===== src/core/csd_defines.svh =====
// Purpose: addresses, field positions, reset values and timing counts of the clock selector
// Assumes: included by bare name; definitions only
// Notes: every offset is a full byte address on the APB
`ifndef CSD_DEFINES_SVH
`define CSD_DEFINES_SVH

// Register byte addresses
`define CSD_ADDR_SPLL_SEL 32'h40048040
`define CSD_ADDR_SPLL_UPD 32'h40048044
`define CSD_ADDR_USB_SEL 32'h40048048
`define CSD_ADDR_USB_UPD 32'h4004804c
`define CSD_ADDR_MAIN_SEL 32'h40048070
`define CSD_ADDR_MAIN_UPD 32'h40048074
`define CSD_ADDR_RATIO 32'h40048078
`define CSD_ADDR_STATUS 32'h400480fc

// Field positions and widths
`define CSD_SEL_W 2
`define CSD_UPD_BIT 0
`define CSD_RATIO_W 8

// Reset values
`define CSD_RST_SPLL_SEL 2'h0
`define CSD_RST_SPLL_UPD 1'h1
`define CSD_RST_USB_SEL 2'h0
`define CSD_RST_USB_UPD 1'h0
`define CSD_RST_MAIN_SEL 2'h0
`define CSD_RST_MAIN_UPD 1'h1
`define CSD_RST_RATIO 8'h01

// Timing: APB answer comes in the first access cycle
`define CSD_APB_WAIT_CYCLES 0

`endif


===== src/core/csd_pkg.sv =====
// Purpose: types shared by the clock selector and its switch cells
// Assumes: nothing outside this package
// Notes: constants live in csd_defines.svh
package csd_pkg;

  typedef logic [1:0] csd_sel_t;

  typedef enum logic [0:0] {CSD_SW_RUN, CSD_SW_PARK} csd_sw_state_e;

  // APB request from the master
  typedef struct packed {
    logic psel;
    logic penable;
    logic pwrite;
    logic [31:0] paddr;
    logic [31:0] pwdata;
  } csd_apb_req_s;

  // Clock sources, sampled as plain levels
  typedef struct packed {
    logic internal_rc_oscillator;
    logic xtal;
    logic wdt;
    logic rtc32k;
    logic spll_out;
  } csd_osc_s;

  // State of one glitch-free switch
  typedef struct packed {
    csd_sw_state_e state;
    csd_sel_t sel;
    csd_sel_t next_sel;
    logic pending;
    logic clk;
  } csd_sw_s;

  // State of the top level
  typedef struct packed {
    csd_sel_t spll_sel;
    logic spll_upd;
    csd_sel_t usb_sel;
    logic usb_upd;
    csd_sel_t main_sel;
    logic main_upd;
    logic [7:0] ratio;
    logic [7:0] cnt;
    logic main_prev;
    logic sys_clk;
    logic pready;
    logic pslverr;
    logic [31:0] prdata;
  } csd_top_s;

endpackage : csd_pkg


===== src/core/csd_clk_switch.sv =====
// Purpose: glitch-free four-way clock switch working on sampled clock levels
// Assumes: sources run well below half of sys_clk; old and new source both running
// Notes: parks the output low between the two sources
`timescale 1ns/1ps
`default_nettype none
module csd_clk_switch #(
  parameter csd_pkg::csd_sel_t RST_SEL = 2'h0
) (
  input wire logic sys_clk,
  input wire logic rst_n,
  input wire logic clk_en,
  input wire logic [3:0] src_lvl,
  input wire logic req,
  input wire csd_pkg::csd_sel_t req_sel,
  output logic clk_o,
  output csd_pkg::csd_sel_t sel_o,
  output logic busy_o
);
  import csd_pkg::*;

  csd_sw_s q;
  csd_sw_s d;

  // Leave old source only while low, join new one only while low
  always_comb
  begin
    d = q;
    if (req)
    begin
      d.next_sel = req_sel;
      d.pending = 1'b1;
    end
    unique case (q.state)
      CSD_SW_RUN:
      begin
        d.clk = src_lvl[q.sel];
        if (q.pending && !q.clk && !src_lvl[q.sel]) // RULE14
        begin
          d.state = CSD_SW_PARK;
          d.clk = 1'b0;
        end
      end
      CSD_SW_PARK:
      begin
        d.clk = 1'b0;
        if (!src_lvl[q.next_sel]) // RULE14
        begin
          d.sel = q.next_sel;
          d.pending = req;
          d.state = CSD_SW_RUN;
        end
      end
    endcase
  end

  // All state frozen while the enable is low
  always_ff @(posedge sys_clk or negedge rst_n)
  begin
    if (!rst_n)
      q <= '{state: CSD_SW_RUN, sel: RST_SEL, next_sel: RST_SEL, pending: 1'b0, clk: 1'b0};
    else if (clk_en)
      q <= d;
  end

  assign clk_o = q.clk;
  assign sel_o = q.sel;
  assign busy_o = q.pending | (q.state == CSD_SW_PARK);

  property p_park_low;
    @(posedge sys_clk) disable iff (!rst_n)
    (q.state == CSD_SW_PARK) && clk_en |=> !clk_o;
  endproperty
  a_park_low: assert property (p_park_low) // RULE14
    else $error("switch output high while parked");

  property p_sel_needs_req;
    @(posedge sys_clk) disable iff (!rst_n)
    $changed(sel_o) |-> $past(q.pending) && $past(q.state == CSD_SW_PARK);
  endproperty
  a_sel_needs_req: assert property (p_sel_needs_req) // RULE14
    else $error("source changed without update");

  property p_follow_src;
    @(posedge sys_clk) disable iff (!rst_n)
    clk_en && (q.state == CSD_SW_RUN) && !q.pending |=> clk_o == $past(src_lvl[q.sel]);
  endproperty
  a_follow_src: assert property (p_follow_src) // RULE14
    else $error("output does not follow chosen source");

endmodule : csd_clk_switch
`default_nettype wire


===== src/core/csd_clock_control.sv =====
// Purpose: source selectors and system clock divider with an APB register file
// Assumes: source clocks are levels synchronous to sys_clk and slower than sys_clk/2
// Notes: zero-wait APB slave; unmapped addresses answer with pslverr
`timescale 1ns/1ps
`default_nettype none
`include "csd_defines.svh"

// Notes on behaviour
// RULE1: PLL source code 0 internal oscillator, 1 crystal, 3 32 kHz; 2 reserved.
// RULE2: The chosen PLL source also feeds the main selector as PLL-input option.
// RULE3: Software uses 32 kHz only through PLL-input, never as real PLL reference.
// RULE4: New PLL source takes effect only after update bit written zero then one.
// RULE5: USB PLL source code 0 internal oscillator, 1 crystal; codes 2 and 3 reserved.
// RULE6: Software picks the crystal for full-speed USB; internal oscillator only low-speed.
// RULE7: New USB PLL source applies only after its update bit written zero then one. The bit resets to zero, so a first lone write of one applies it.
// RULE8: Software keeps old and new clocks running before triggering any source update.
// RULE9: Software moves USB reference to crystal while both run, then stops oscillator.
// RULE10: Main code 0 internal oscillator, 1 PLL input, 2 watchdog, 3 PLL output.
// RULE11: New main source applies only after its update bit written zero then one.
// RULE12: System clock is main clock divided by ratio; ratio zero stops it.
// RULE13: Divided system clock drives core, peripherals and memories.
// RULE14: Each selector changes only on update rising edge, glitch-free between running clocks.
module csd_clock_control (
  input wire logic sys_clk,
  input wire logic rst_n,
  input wire logic clk_en,
  input wire csd_pkg::csd_apb_req_s apb,
  output logic pready,
  output logic [31:0] prdata,
  output logic pslverr,
  input wire csd_pkg::csd_osc_s osc,
  output logic sys_pll_ref_o,
  output logic usb_pll_ref_o,
  output logic main_clk_o,
  output logic core_clk_o,
  output logic periph_clk_o,
  output logic mem_clk_o
);
  import csd_pkg::*;

  csd_top_s q;
  csd_top_s d;
  logic setup;
  logic wr_acc;
  logic spll_req;
  logic usb_req;
  logic main_req;
  logic main_rise;
  logic spll_busy;
  logic usb_busy;
  logic main_busy;
  csd_sel_t spll_act;
  csd_sel_t usb_act;
  csd_sel_t main_act;
  logic [3:0] spll_src;
  logic [3:0] usb_src;
  logic [3:0] main_src;

  // Address decode, used by the error answer and the APB answer assertion
  function automatic logic csd_mapped(input logic [31:0] addr);
    csd_mapped = (addr == `CSD_ADDR_SPLL_SEL) || (addr == `CSD_ADDR_SPLL_UPD) ||
                 (addr == `CSD_ADDR_USB_SEL) || (addr == `CSD_ADDR_USB_UPD) ||
                 (addr == `CSD_ADDR_MAIN_SEL) || (addr == `CSD_ADDR_MAIN_UPD) ||
                 (addr == `CSD_ADDR_RATIO) || (addr == `CSD_ADDR_STATUS);
  endfunction : csd_mapped

  // Zero-to-one write on an update bit; a write of zero gives no strobe
  function automatic logic csd_upd_rise(input logic hit, input logic old_bit,
                                         input logic [31:0] wdata);
    csd_upd_rise = hit && !old_bit && wdata[`CSD_UPD_BIT];
  endfunction : csd_upd_rise

  // Half-period threshold: high for the first ceil(ratio/2) main periods
  function automatic logic csd_div_high(input logic [7:0] cnt, input logic [7:0] ratio);
    logic [8:0] half;
    half = ({1'b0, ratio} + 9'h001) >> 1;
    csd_div_high = {1'b0, cnt} < half;
  endfunction : csd_div_high

  // Source wiring; reserved codes route a constant low
  assign spll_src = {osc.rtc32k, 1'b0, osc.xtal, osc.internal_rc_oscillator}; // RULE1
  assign usb_src = {1'b0, 1'b0, osc.xtal, osc.internal_rc_oscillator}; // RULE5
  assign main_src = {osc.spll_out, osc.wdt, sys_pll_ref_o, osc.internal_rc_oscillator}; // RULE2 RULE10

  // APB phases; writes land only in the access cycle with pready high
  assign setup = apb.psel && !apb.penable;
  assign wr_acc = apb.psel && apb.penable && apb.pwrite && q.pready && !q.pslverr;

  // Update strobes fire only on a zero-to-one write
  assign spll_req = csd_upd_rise(wr_acc && (apb.paddr == `CSD_ADDR_SPLL_UPD),
                                 q.spll_upd, apb.pwdata); // RULE4
  assign usb_req = csd_upd_rise(wr_acc && (apb.paddr == `CSD_ADDR_USB_UPD),
                                q.usb_upd, apb.pwdata); // RULE7
  assign main_req = csd_upd_rise(wr_acc && (apb.paddr == `CSD_ADDR_MAIN_UPD),
                                 q.main_upd, apb.pwdata); // RULE11

  assign main_rise = main_clk_o && !q.main_prev;

  // System PLL reference selector
  csd_clk_switch #(
    .RST_SEL(`CSD_RST_SPLL_SEL)
  ) u_spll_sw (
    .sys_clk(sys_clk),
    .rst_n(rst_n),
    .clk_en(clk_en),
    .src_lvl(spll_src),
    .req(spll_req),
    .req_sel(q.spll_sel),
    .clk_o(sys_pll_ref_o),
    .sel_o(spll_act),
    .busy_o(spll_busy)
  );

  // USB PLL reference selector
  csd_clk_switch #(
    .RST_SEL(`CSD_RST_USB_SEL)
  ) u_usb_sw (
    .sys_clk(sys_clk),
    .rst_n(rst_n),
    .clk_en(clk_en),
    .src_lvl(usb_src),
    .req(usb_req),
    .req_sel(q.usb_sel),
    .clk_o(usb_pll_ref_o),
    .sel_o(usb_act),
    .busy_o(usb_busy)
  );

  // Main clock selector
  csd_clk_switch #(
    .RST_SEL(`CSD_RST_MAIN_SEL)
  ) u_main_sw (
    .sys_clk(sys_clk),
    .rst_n(rst_n),
    .clk_en(clk_en),
    .src_lvl(main_src),
    .req(main_req),
    .req_sel(q.main_sel),
    .clk_o(main_clk_o),
    .sel_o(main_act),
    .busy_o(main_busy)
  );

  // Register file, APB answer and divider
  always_comb
  begin
    d = q;
    d.pready = setup;
    d.pslverr = setup && !csd_mapped(apb.paddr);
    d.prdata = 32'h00000000;
    if (setup && !apb.pwrite)
    begin
      unique case (apb.paddr)
        `CSD_ADDR_SPLL_SEL: d.prdata = {30'h0, q.spll_sel};
        `CSD_ADDR_SPLL_UPD: d.prdata = {31'h0, q.spll_upd};
        `CSD_ADDR_USB_SEL: d.prdata = {30'h0, q.usb_sel};
        `CSD_ADDR_USB_UPD: d.prdata = {31'h0, q.usb_upd};
        `CSD_ADDR_MAIN_SEL: d.prdata = {30'h0, q.main_sel};
        `CSD_ADDR_MAIN_UPD: d.prdata = {31'h0, q.main_upd};
        `CSD_ADDR_RATIO: d.prdata = {24'h000000, q.ratio};
        `CSD_ADDR_STATUS: d.prdata = {20'h00000, 1'b0, main_busy, usb_busy, spll_busy,
                                      2'h0, main_act, usb_act, spll_act};
        default: d.prdata = 32'h00000000;
      endcase
    end
    // Choice fields only store; the switches take them on the strobe
    if (wr_acc)
    begin
      unique case (apb.paddr)
        `CSD_ADDR_SPLL_SEL: d.spll_sel = apb.pwdata[`CSD_SEL_W-1:0];
        `CSD_ADDR_SPLL_UPD: d.spll_upd = apb.pwdata[`CSD_UPD_BIT];
        `CSD_ADDR_USB_SEL: d.usb_sel = apb.pwdata[`CSD_SEL_W-1:0];
        `CSD_ADDR_USB_UPD: d.usb_upd = apb.pwdata[`CSD_UPD_BIT];
        `CSD_ADDR_MAIN_SEL: d.main_sel = apb.pwdata[`CSD_SEL_W-1:0];
        `CSD_ADDR_MAIN_UPD: d.main_upd = apb.pwdata[`CSD_UPD_BIT];
        `CSD_ADDR_RATIO: d.ratio = apb.pwdata[`CSD_RATIO_W-1:0];
        default: d.ratio = q.ratio;
      endcase
    end
    // Divider counts main rising edges; a shrunk ratio wraps on the next main rising edge
    d.main_prev = main_clk_o;
    if (main_rise)
    begin
      if ((q.ratio == 8'h00) || (q.cnt >= q.ratio - 8'h01))
        d.cnt = 8'h00;
      else
        d.cnt = q.cnt + 8'h01;
    end
    if (q.ratio == 8'h00)
      d.sys_clk = 1'b0; // RULE12
    else if (q.ratio == 8'h01)
      d.sys_clk = main_clk_o; // RULE12
    else
      d.sys_clk = csd_div_high(d.cnt, q.ratio); // RULE12
  end

  // Single state register, frozen while the enable is low
  always_ff @(posedge sys_clk or negedge rst_n)
  begin
    if (!rst_n)
    begin
      q <= '0;
      q.spll_sel <= `CSD_RST_SPLL_SEL;
      q.spll_upd <= `CSD_RST_SPLL_UPD;
      q.usb_sel <= `CSD_RST_USB_SEL;
      q.usb_upd <= `CSD_RST_USB_UPD;
      q.main_sel <= `CSD_RST_MAIN_SEL;
      q.main_upd <= `CSD_RST_MAIN_UPD;
      q.ratio <= `CSD_RST_RATIO;
    end
    else if (clk_en)
      q <= d;
  end

  // One divided clock fans out to all three consumers
  assign core_clk_o = q.sys_clk; // RULE13
  assign periph_clk_o = q.sys_clk; // RULE13
  assign mem_clk_o = q.sys_clk; // RULE13
  assign pready = q.pready;
  assign prdata = q.prdata;
  assign pslverr = q.pslverr;

  property p_ratio_zero_stops;
    @(posedge sys_clk) disable iff (!rst_n)
    clk_en && (q.ratio == 8'h00) ##1 (q.ratio == 8'h00) |-> !core_clk_o;
  endproperty
  a_ratio_zero_stops: assert property (p_ratio_zero_stops) // RULE12
    else $error("clock runs at ratio zero");

  property p_ratio_one_passes;
    @(posedge sys_clk) disable iff (!rst_n)
    clk_en && (q.ratio == 8'h01) |=> core_clk_o == $past(main_clk_o);
  endproperty
  a_ratio_one_passes: assert property (p_ratio_one_passes) // RULE12
    else $error("ratio one not pass-through");

  property p_spll_strobe;
    @(posedge sys_clk) disable iff (!rst_n)
    clk_en && spll_req |=> q.spll_upd && spll_busy;
  endproperty
  a_spll_strobe: assert property (p_spll_strobe) // RULE4
    else $error("pll update not pending");

  property p_usb_strobe;
    @(posedge sys_clk) disable iff (!rst_n)
    clk_en && usb_req |=> q.usb_upd && usb_busy;
  endproperty
  a_usb_strobe: assert property (p_usb_strobe) // RULE7
    else $error("usb update not pending");

  property p_main_strobe;
    @(posedge sys_clk) disable iff (!rst_n)
    clk_en && wr_acc && (apb.paddr == `CSD_ADDR_MAIN_UPD) && q.main_upd |-> !main_req;
  endproperty
  a_main_strobe: assert property (p_main_strobe) // RULE11
    else $error("main update on one after one");

  property p_fanout;
    @(posedge sys_clk) disable iff (!rst_n)
    (core_clk_o == periph_clk_o) && (periph_clk_o == mem_clk_o);
  endproperty
  a_fanout: assert property (p_fanout) // RULE13
    else $error("system clock copies differ");

  property p_apb_answer;
    @(posedge sys_clk) disable iff (!rst_n)
    clk_en && setup |=> pready && (pslverr == !$past(csd_mapped(apb.paddr)));
  endproperty
  a_apb_answer: assert property (p_apb_answer)
    else $error("apb answer missing or wrong");

  // Settled selectors pass their source one cycle late; reserved codes stay low
  property p_spll_rsv;
    @(posedge sys_clk) disable iff (!rst_n)
    clk_en && (spll_act == 2'h2) |=> !sys_pll_ref_o;
  endproperty
  a_spll_rsv: assert property (p_spll_rsv) // RULE1
    else $error("pll reference high on reserved code");

  property p_usb_rsv;
    @(posedge sys_clk) disable iff (!rst_n)
    clk_en && usb_act[1] |=> !usb_pll_ref_o;
  endproperty
  a_usb_rsv: assert property (p_usb_rsv) // RULE5
    else $error("usb reference high on reserved code");

  property p_main_pll_in;
    @(posedge sys_clk) disable iff (!rst_n)
    clk_en && (main_act == 2'h1) && !main_busy |=> main_clk_o == $past(sys_pll_ref_o);
  endproperty
  a_main_pll_in: assert property (p_main_pll_in) // RULE2
    else $error("main clock does not follow pll input");

  property p_main_wdt;
    @(posedge sys_clk) disable iff (!rst_n)
    clk_en && (main_act == 2'h2) && !main_busy |=> main_clk_o == $past(osc.wdt);
  endproperty
  a_main_wdt: assert property (p_main_wdt) // RULE10
    else $error("main clock does not follow watchdog source");

  property p_spll_hold;
    @(posedge sys_clk) disable iff (!rst_n)
    clk_en && !spll_busy && !spll_req |=> $stable(spll_act);
  endproperty
  a_spll_hold: assert property (p_spll_hold) // RULE4 RULE14
    else $error("pll source moved without update");

endmodule : csd_clock_control
`default_nettype wire


===== config.mk =====
export PLATFORM = sky130hd
export DESIGN_NAME = csd_clock_control
export DESIGN_NICKNAME = d
export VERILOG_FILES = /design/src/core/csd_pkg.sv /design/src/core/csd_clk_switch.sv /design/src/core/csd_clock_control.sv
export VERILOG_INCLUDE_DIRS = /design/src /design/src/core
export SDC_FILE = /design/constraint.sdc
export NUM_CORES = 1
export LEC_CHECK = 0
export BUFFER_PORTS_ARGS = -buffer_cell sky130_fd_sc_hd__buf_4
export CORE_UTILIZATION = 40
export DETAILED_ROUTE_END_ITERATION = 12
export PLACE_DENSITY = 0.61
export SYNTH_ARGS = -nofsm -noshare
export SYNTH_HDL_FRONTEND = slang
export SYNTH_SLANG_ARGS = --single-unit

===== constraint.sdc =====
create_clock -name sys_clk -period 4.5 [get_ports sys_clk]
set_input_delay 0.9 -clock sys_clk [delete_from_list [all_inputs] [get_ports sys_clk]]
set_output_delay 0.9 -clock sys_clk [all_outputs]
set_load 0.01 [all_outputs]

Word-level counts from Yosys, hierarchy flattened
Index checks and enable logic that the tools add are counted.
Widths: inputs -> output; s select.
{ "word_totals": {"word_cells": 158, "out_inout_bits": 40, "register_bits": 82} }
{ "op_classes": {"n_reduce_logical": 59, "n_addsub": 3, "n_lt_le_gt_ge": 8, "mux": 42, "bitwise": 9, "n_eq_ne": 9} }
{ "op_table": {"columns": ["cell", "count"], "rows": [
  ["$eq 32x31->1 const B", 8],
  ["$pmux 11 s8", 1],
  ["$mux 32", 1],
  ["$reduce_and 3->1", 10],
  ["$logic_and 1x1->1", 23],
  ["$mux 1", 23],
  ["$lt 2x3->1 const B", 6],
  ["$mux 8", 2],
  ["$logic_not 1->1", 14],
  ["$bmux 1 s2", 6],
  ["$pmux 1 s2", 6],
  ["$add 8x1->9 const B", 1],
  ["$mux 3", 3],
  ["$add 8x1->8 const B", 1],
  ["$eq 8x1->1 const B", 1],
  ["$ge 8x8->1", 1],
  ["$logic_not 8->1", 1],
  ["$logic_or 1x1->1", 8],
  ["$lt 8x8->1", 1],
  ["$sub 8x1->8 const B", 1],
  ["$not 1->1", 6],
  ["$reduce_and 2->1", 3],
  ["$or 1x1->1", 3]
]} }

Depth between registers and ports, before layout
{ "logic_depth": {"ltp_word": 10, "mapped_depth": 18, "mapped_depth_nobuf": 18} }

Modules after synthesis
From an unflattened synthesis, not the netlist that was laid out.
{ "unflattened": {"cells_unflattened": 401, "area_unflattened_um2": 4180.3} }
{ "modules_own_cells": {"columns": ["module", "seq_area_each_um2", "area_per_inst_um2", "cells_each", "instances"], "rows": [
  ["csd_clock_control", 1004.7, 3080.5, 314, 1],
  ["csd_clk_switch", 175.2, 366.6, 29, 3]
]} }

Worst setup path after synthesis
Ideal clock, no wire load.
{ "synth_timing": {"path_kind": "reg2reg", "startpoint": "reg q[49] in the netlist's numbering", "endpoint": "reg q (netlist bit core_clk_o)", "setup_slack_ps": 884, "path_stages_with_launch": 18, "required_ps": 4410, "arrival_ps": 3525, "n_path_buf": 1, "cell_sequence": "dfrtp_1 > buf_6 > or4_4 > nor2_1 > xnor2_1 > ha_1 > a21oi_1 > nand2_1 > a221oi_2 > o21ai_4 > nor3b_1 > a221o_1 > ha_1 > a21oi_1 > nor2b_1 > o31ai_1 > nand4_1 > o221ai_1"} }
{ "synth_lines": {"columns": ["item", "line_no", "text"], "rows": [
  ["from (decl)", "csd_clock_control.sv:41", "csd_top_s q;"]
]} }

==> results.sh <==
export IMPL_critPathCaptureType="flip-flop"
export IMPL_p_leak_nw=2.18
export IMPL_yosysTopAreaCell="dfrtp_1"
export IMPL_seq_area_um2=1530
export IMPL_grt_usage_pct=19.1
export IMPL_die_width_um=102
export IMPL_rows=36
export IMPL_clkLatencyLatePin_ns=0.34
export IMPL_period_needed_ns=3.98
export IMPL_synth_ff_type="dfrtp_1"
export IMPL_worstSetupStartpoint="q[44]$_DFFE_PN1P_"
export IMPL_p_per_area_nw_per_um2=270
export IMPL_start_util_pct=41.2
export IMPL_crit_slowest_cell="dfstp_2"
export IMPL_critPathRequiredTime_ns=4.75
export IMPL_synth_seq_cells=61
export IMPL_core_um2=9730
export IMPL_grt_pass1_vias=3103
export IMPL_vias=3153
export IMPL_max_freq_mhz=251
export IMPL_hold_violations=0
export IMPL_fin_util_pct=48.4
export IMPL_vdd_ir_drop_max_uv=182
export IMPL_drv_slew=0
export IMPL_multi_input_area_um2=2210
export IMPL_grt_max_degree=62
export IMPL_postSynth_asyncResetShare_pct=100
export IMPL_outcome="finished clean"
export IMPL_via_per_inst=5.38
export IMPL_htreeDepth=3
export IMPL_rsz0062_at_grt="no"
export IMPL_die_height_um=102
export IMPL_ios=115
export IMPL_clkPwrFrac_pct=45.9
export IMPL_finalCritPeriodShare_pct=88.4
export IMPL_cts_buffers_inserted=9
export IMPL_hold_buffers=0
export IMPL_n_fill_cell=937
export IMPL_syn_instance_count=392
export IMPL_worstSetupStartpointType="flip-flop"
export IMPL_ys_seq_area_share_pct=38.2
export IMPL_hpwl_mm=6.98
export IMPL_maxCapViolCount=0
export IMPL_cts_tree="yes"
export IMPL_hold_start="prdata[9]$_DFFE_PN0P_"
export IMPL_ys_types=64
export IMPL_netlist_area_um2=4010
export IMPL_worstSetupPathType="flip-flop to flip-flop"
export IMPL_crit_path_frequent_cell="ha_1"
export IMPL_io_buffers=69
export IMPL_synth_top_area_share_pct=36.2
export IMPL_crit_chain="inv_1 -> ha_1 -> inv_1 -> nor2_1 -> xnor2_1 -> ha_1 -> a21oi_1 -> nand2_1 -> a221oi_2 -> o21ai_4 -> nor3b_2 -> a221o_1 -> ha_1 -> a21oi_1 -> nor2b_1 -> o31ai_1 -> nand4_1 -> o221ai_1"
export IMPL_timing_rr_start="q[44]$_DFFE_PN1P_"
export IMPL_grt_overflow=0
export IMPL_first_pass_iters=4
export IMPL_first_iter_violations=104
export IMPL_power_frac_seq_pct=44.4
export IMPL_wire_per_inst_um=15.6
export IMPL_synthTopCellsByArea="dfrtp_1, mux2_2, buf_4, ha_1, nand2_1"
export IMPL_drive_gt1_share_pct=30.2
export IMPL_root_buffer="clkbuf_8"
export IMPL_clock_sinks=61
export IMPL_nets=543
export IMPL_ys_warn_count=0
export IMPL_antenna_found_initial=0
export IMPL_critical_path_max_stage_delay_ns=0.61
export IMPL_drtAntennaViolNets=0
export IMPL_tns_ns=0
export IMPL_drc=0
export IMPL_globalplace_congestion=0.832
export IMPL_finalPower_mw=1.27
export IMPL_grt_pass1_wl_mm=15.2
export IMPL_synth_most_common_cell="dfrtp_1"
export IMPL_power_switching_mw=0.298
export IMPL_intPower_mw=0.974
export IMPL_finalSetupViolCount=0
export IMPL_synth_avg_cell_area_um2=10.2
export IMPL_power_frac_comb_pct=9.6
export IMPL_clk_path_buf_depth=2
export IMPL_tightestPinTransition_ns=0.864
export IMPL_relSlewSlack_pct=41.9
export IMPL_cp_max_fo=10
export IMPL_syn_to_final_growth_pct=17.6
export IMPL_netSwitchingFraction_pct=23.4
export IMPL_routed_wl_mm=9.15
export IMPL_synth_edff_count=0
export IMPL_antenna_cells=0
export IMPL_hold_ws_ns=0.489
export IMPL_clk_pin_slew_worst_paths_ns=0.07
export IMPL_critPathArrivalTime_ns=4.23
export IMPL_dieArea_um2=10400
export IMPL_clock_skew_ns=0.0167
export IMPL_ys_top_cells_by_count="dfrtp_1, buf_4, nand2_1"
export IMPL_hold_path_class="flip-flop to flip-flop"
==> flip-flops by register name (all words and copies together), names as in the netlist <==
| register | cells |
|---|---|
| q | 26 |
| prdata | 11 |
| u_main_sw.q | 4 |
| u_spll_sw.q | 4 |
| u_usb_sw.q | 4 |
| u_main_sw.sel_o | 2 |
| u_spll_sw.sel_o | 2 |
| u_usb_sw.sel_o | 2 |
| core_clk_o | 1 |
| pready | 1 |
| pslverr | 1 |
| u_main_sw.clk_o | 1 |
| u_spll_sw.clk_o | 1 |
| u_usb_sw.clk_o | 1 |
==> placed cells by master (no fill, tap or decap), drive strengths merged, types with 7 or more instances in the layout <==
cell     synthesis  layout
a21oi           11      11
buf             39      73
clkbuf           8      11
conb             1      21
dfrtp           58      58
ha              19      19
inv              8       8
mux2            29      29
nand2           33      33
nand3           14      14
nand4           10      10
nor2            26      26
nor2b            7       7
nor3            11      11
o21ai           11      11
o2bb2ai         10      10
xnor2            9       9
==> metal layers <==
metal  track usage [%]  share of wire (%)  up-vias
li1                  -                  -     1510
met1              25.7                 48     1527
met2              30.7                 46      101
met3              3.90                4.8       15
met4              6.70                1.7        0
met5                 0                  0        -
==> cells by family (layout without fill, tap and decap cells) <==
family | after synthesis | in the layout | synth area share, %
xor gates and xnor gates | 15 | 15 | 3.28
muxes | 37 | 37 | 11.0
other | 1 | 21 | 0.0936
buffers and inverters | 55 | 96 | 8.71
AOI/OAI and AO/OA | 72 | 72 | 13.6
adders and majority gates | 19 | 19 | 5.93
and+or+nand+nor | 132 | 132 | 19.3
DFF | 61 | 61 | 38.2
==> worst paths after layout <==
check	end	cells after the start	slack (ns)
max in group asynchronous	u_spll_sw.sel_o[0]$_DFFE_PN0P_	1	3.35
hold reg to reg	prdata[9]$_DFFE_PN0P_	1	0.49
hold / removal	prdata[9]$_DFFE_PN0P_	1	0.49
setup reg to reg	core_clk_o$_DFFE_PN0P_	18	0.52
setup / recovery	core_clk_o$_DFFE_PN0P_	18	0.52
min in group asynchronous	q[54]$_DFFE_PN0P_	1	0.64
==> through the flow <==
step                      instances  worst slack (ns)  area, µm²
after floorplan                 412             0.884       4080
after global placement          571             0.579       4480
after detailed placement        571             0.520       4480
after CTS                       586             0.476       4710
after global routing            586             0.104       4710
final                           586             0.521       4710
==> layout make-up <==
cell class,count,share of cell area [%]
Clock buffer,11,2.79
Clock inverter,4,2.07
Inverter,8,0.637
Multi-Input combinational cell,296,46.9
Sequential cell,61,32.5
Tap cell,133,3.53
Timing Repair Buffer,73,11.6
==> power by group through the flow <==
stage	Sequential (mW)	Clock (mW)	Combinational, mW
after detailed placement	0.575	0	0.123
after global routing	0.566	0.613	0.138
after floorplan	0.574	0	0.0669
after CTS	0.564	0.597	0.124
final	0.565	0.584	0.122
after global placement	0.574	0	0.122
==> repair_timing <==
action,4_1_cts,5_1_grt
gates resized for setup,0,1
endpoints found under the hold margin,0,0
endpoints found under the setup margin,0,1
setup buffers,0,0
==> critical path, delay by kind of cell (launching register included) <==
family | cells | cell delay (ns)
compound gates | 7 | 1.51
fa+ha+maj | 3 | 0.87
flops | 1 | 0.61
simple gates | 5 | 0.55
buf+inv | 2 | 0.21
xor+xnor | 1 | 0.13
Note: power is estimated with default switching activity, not from simulation.
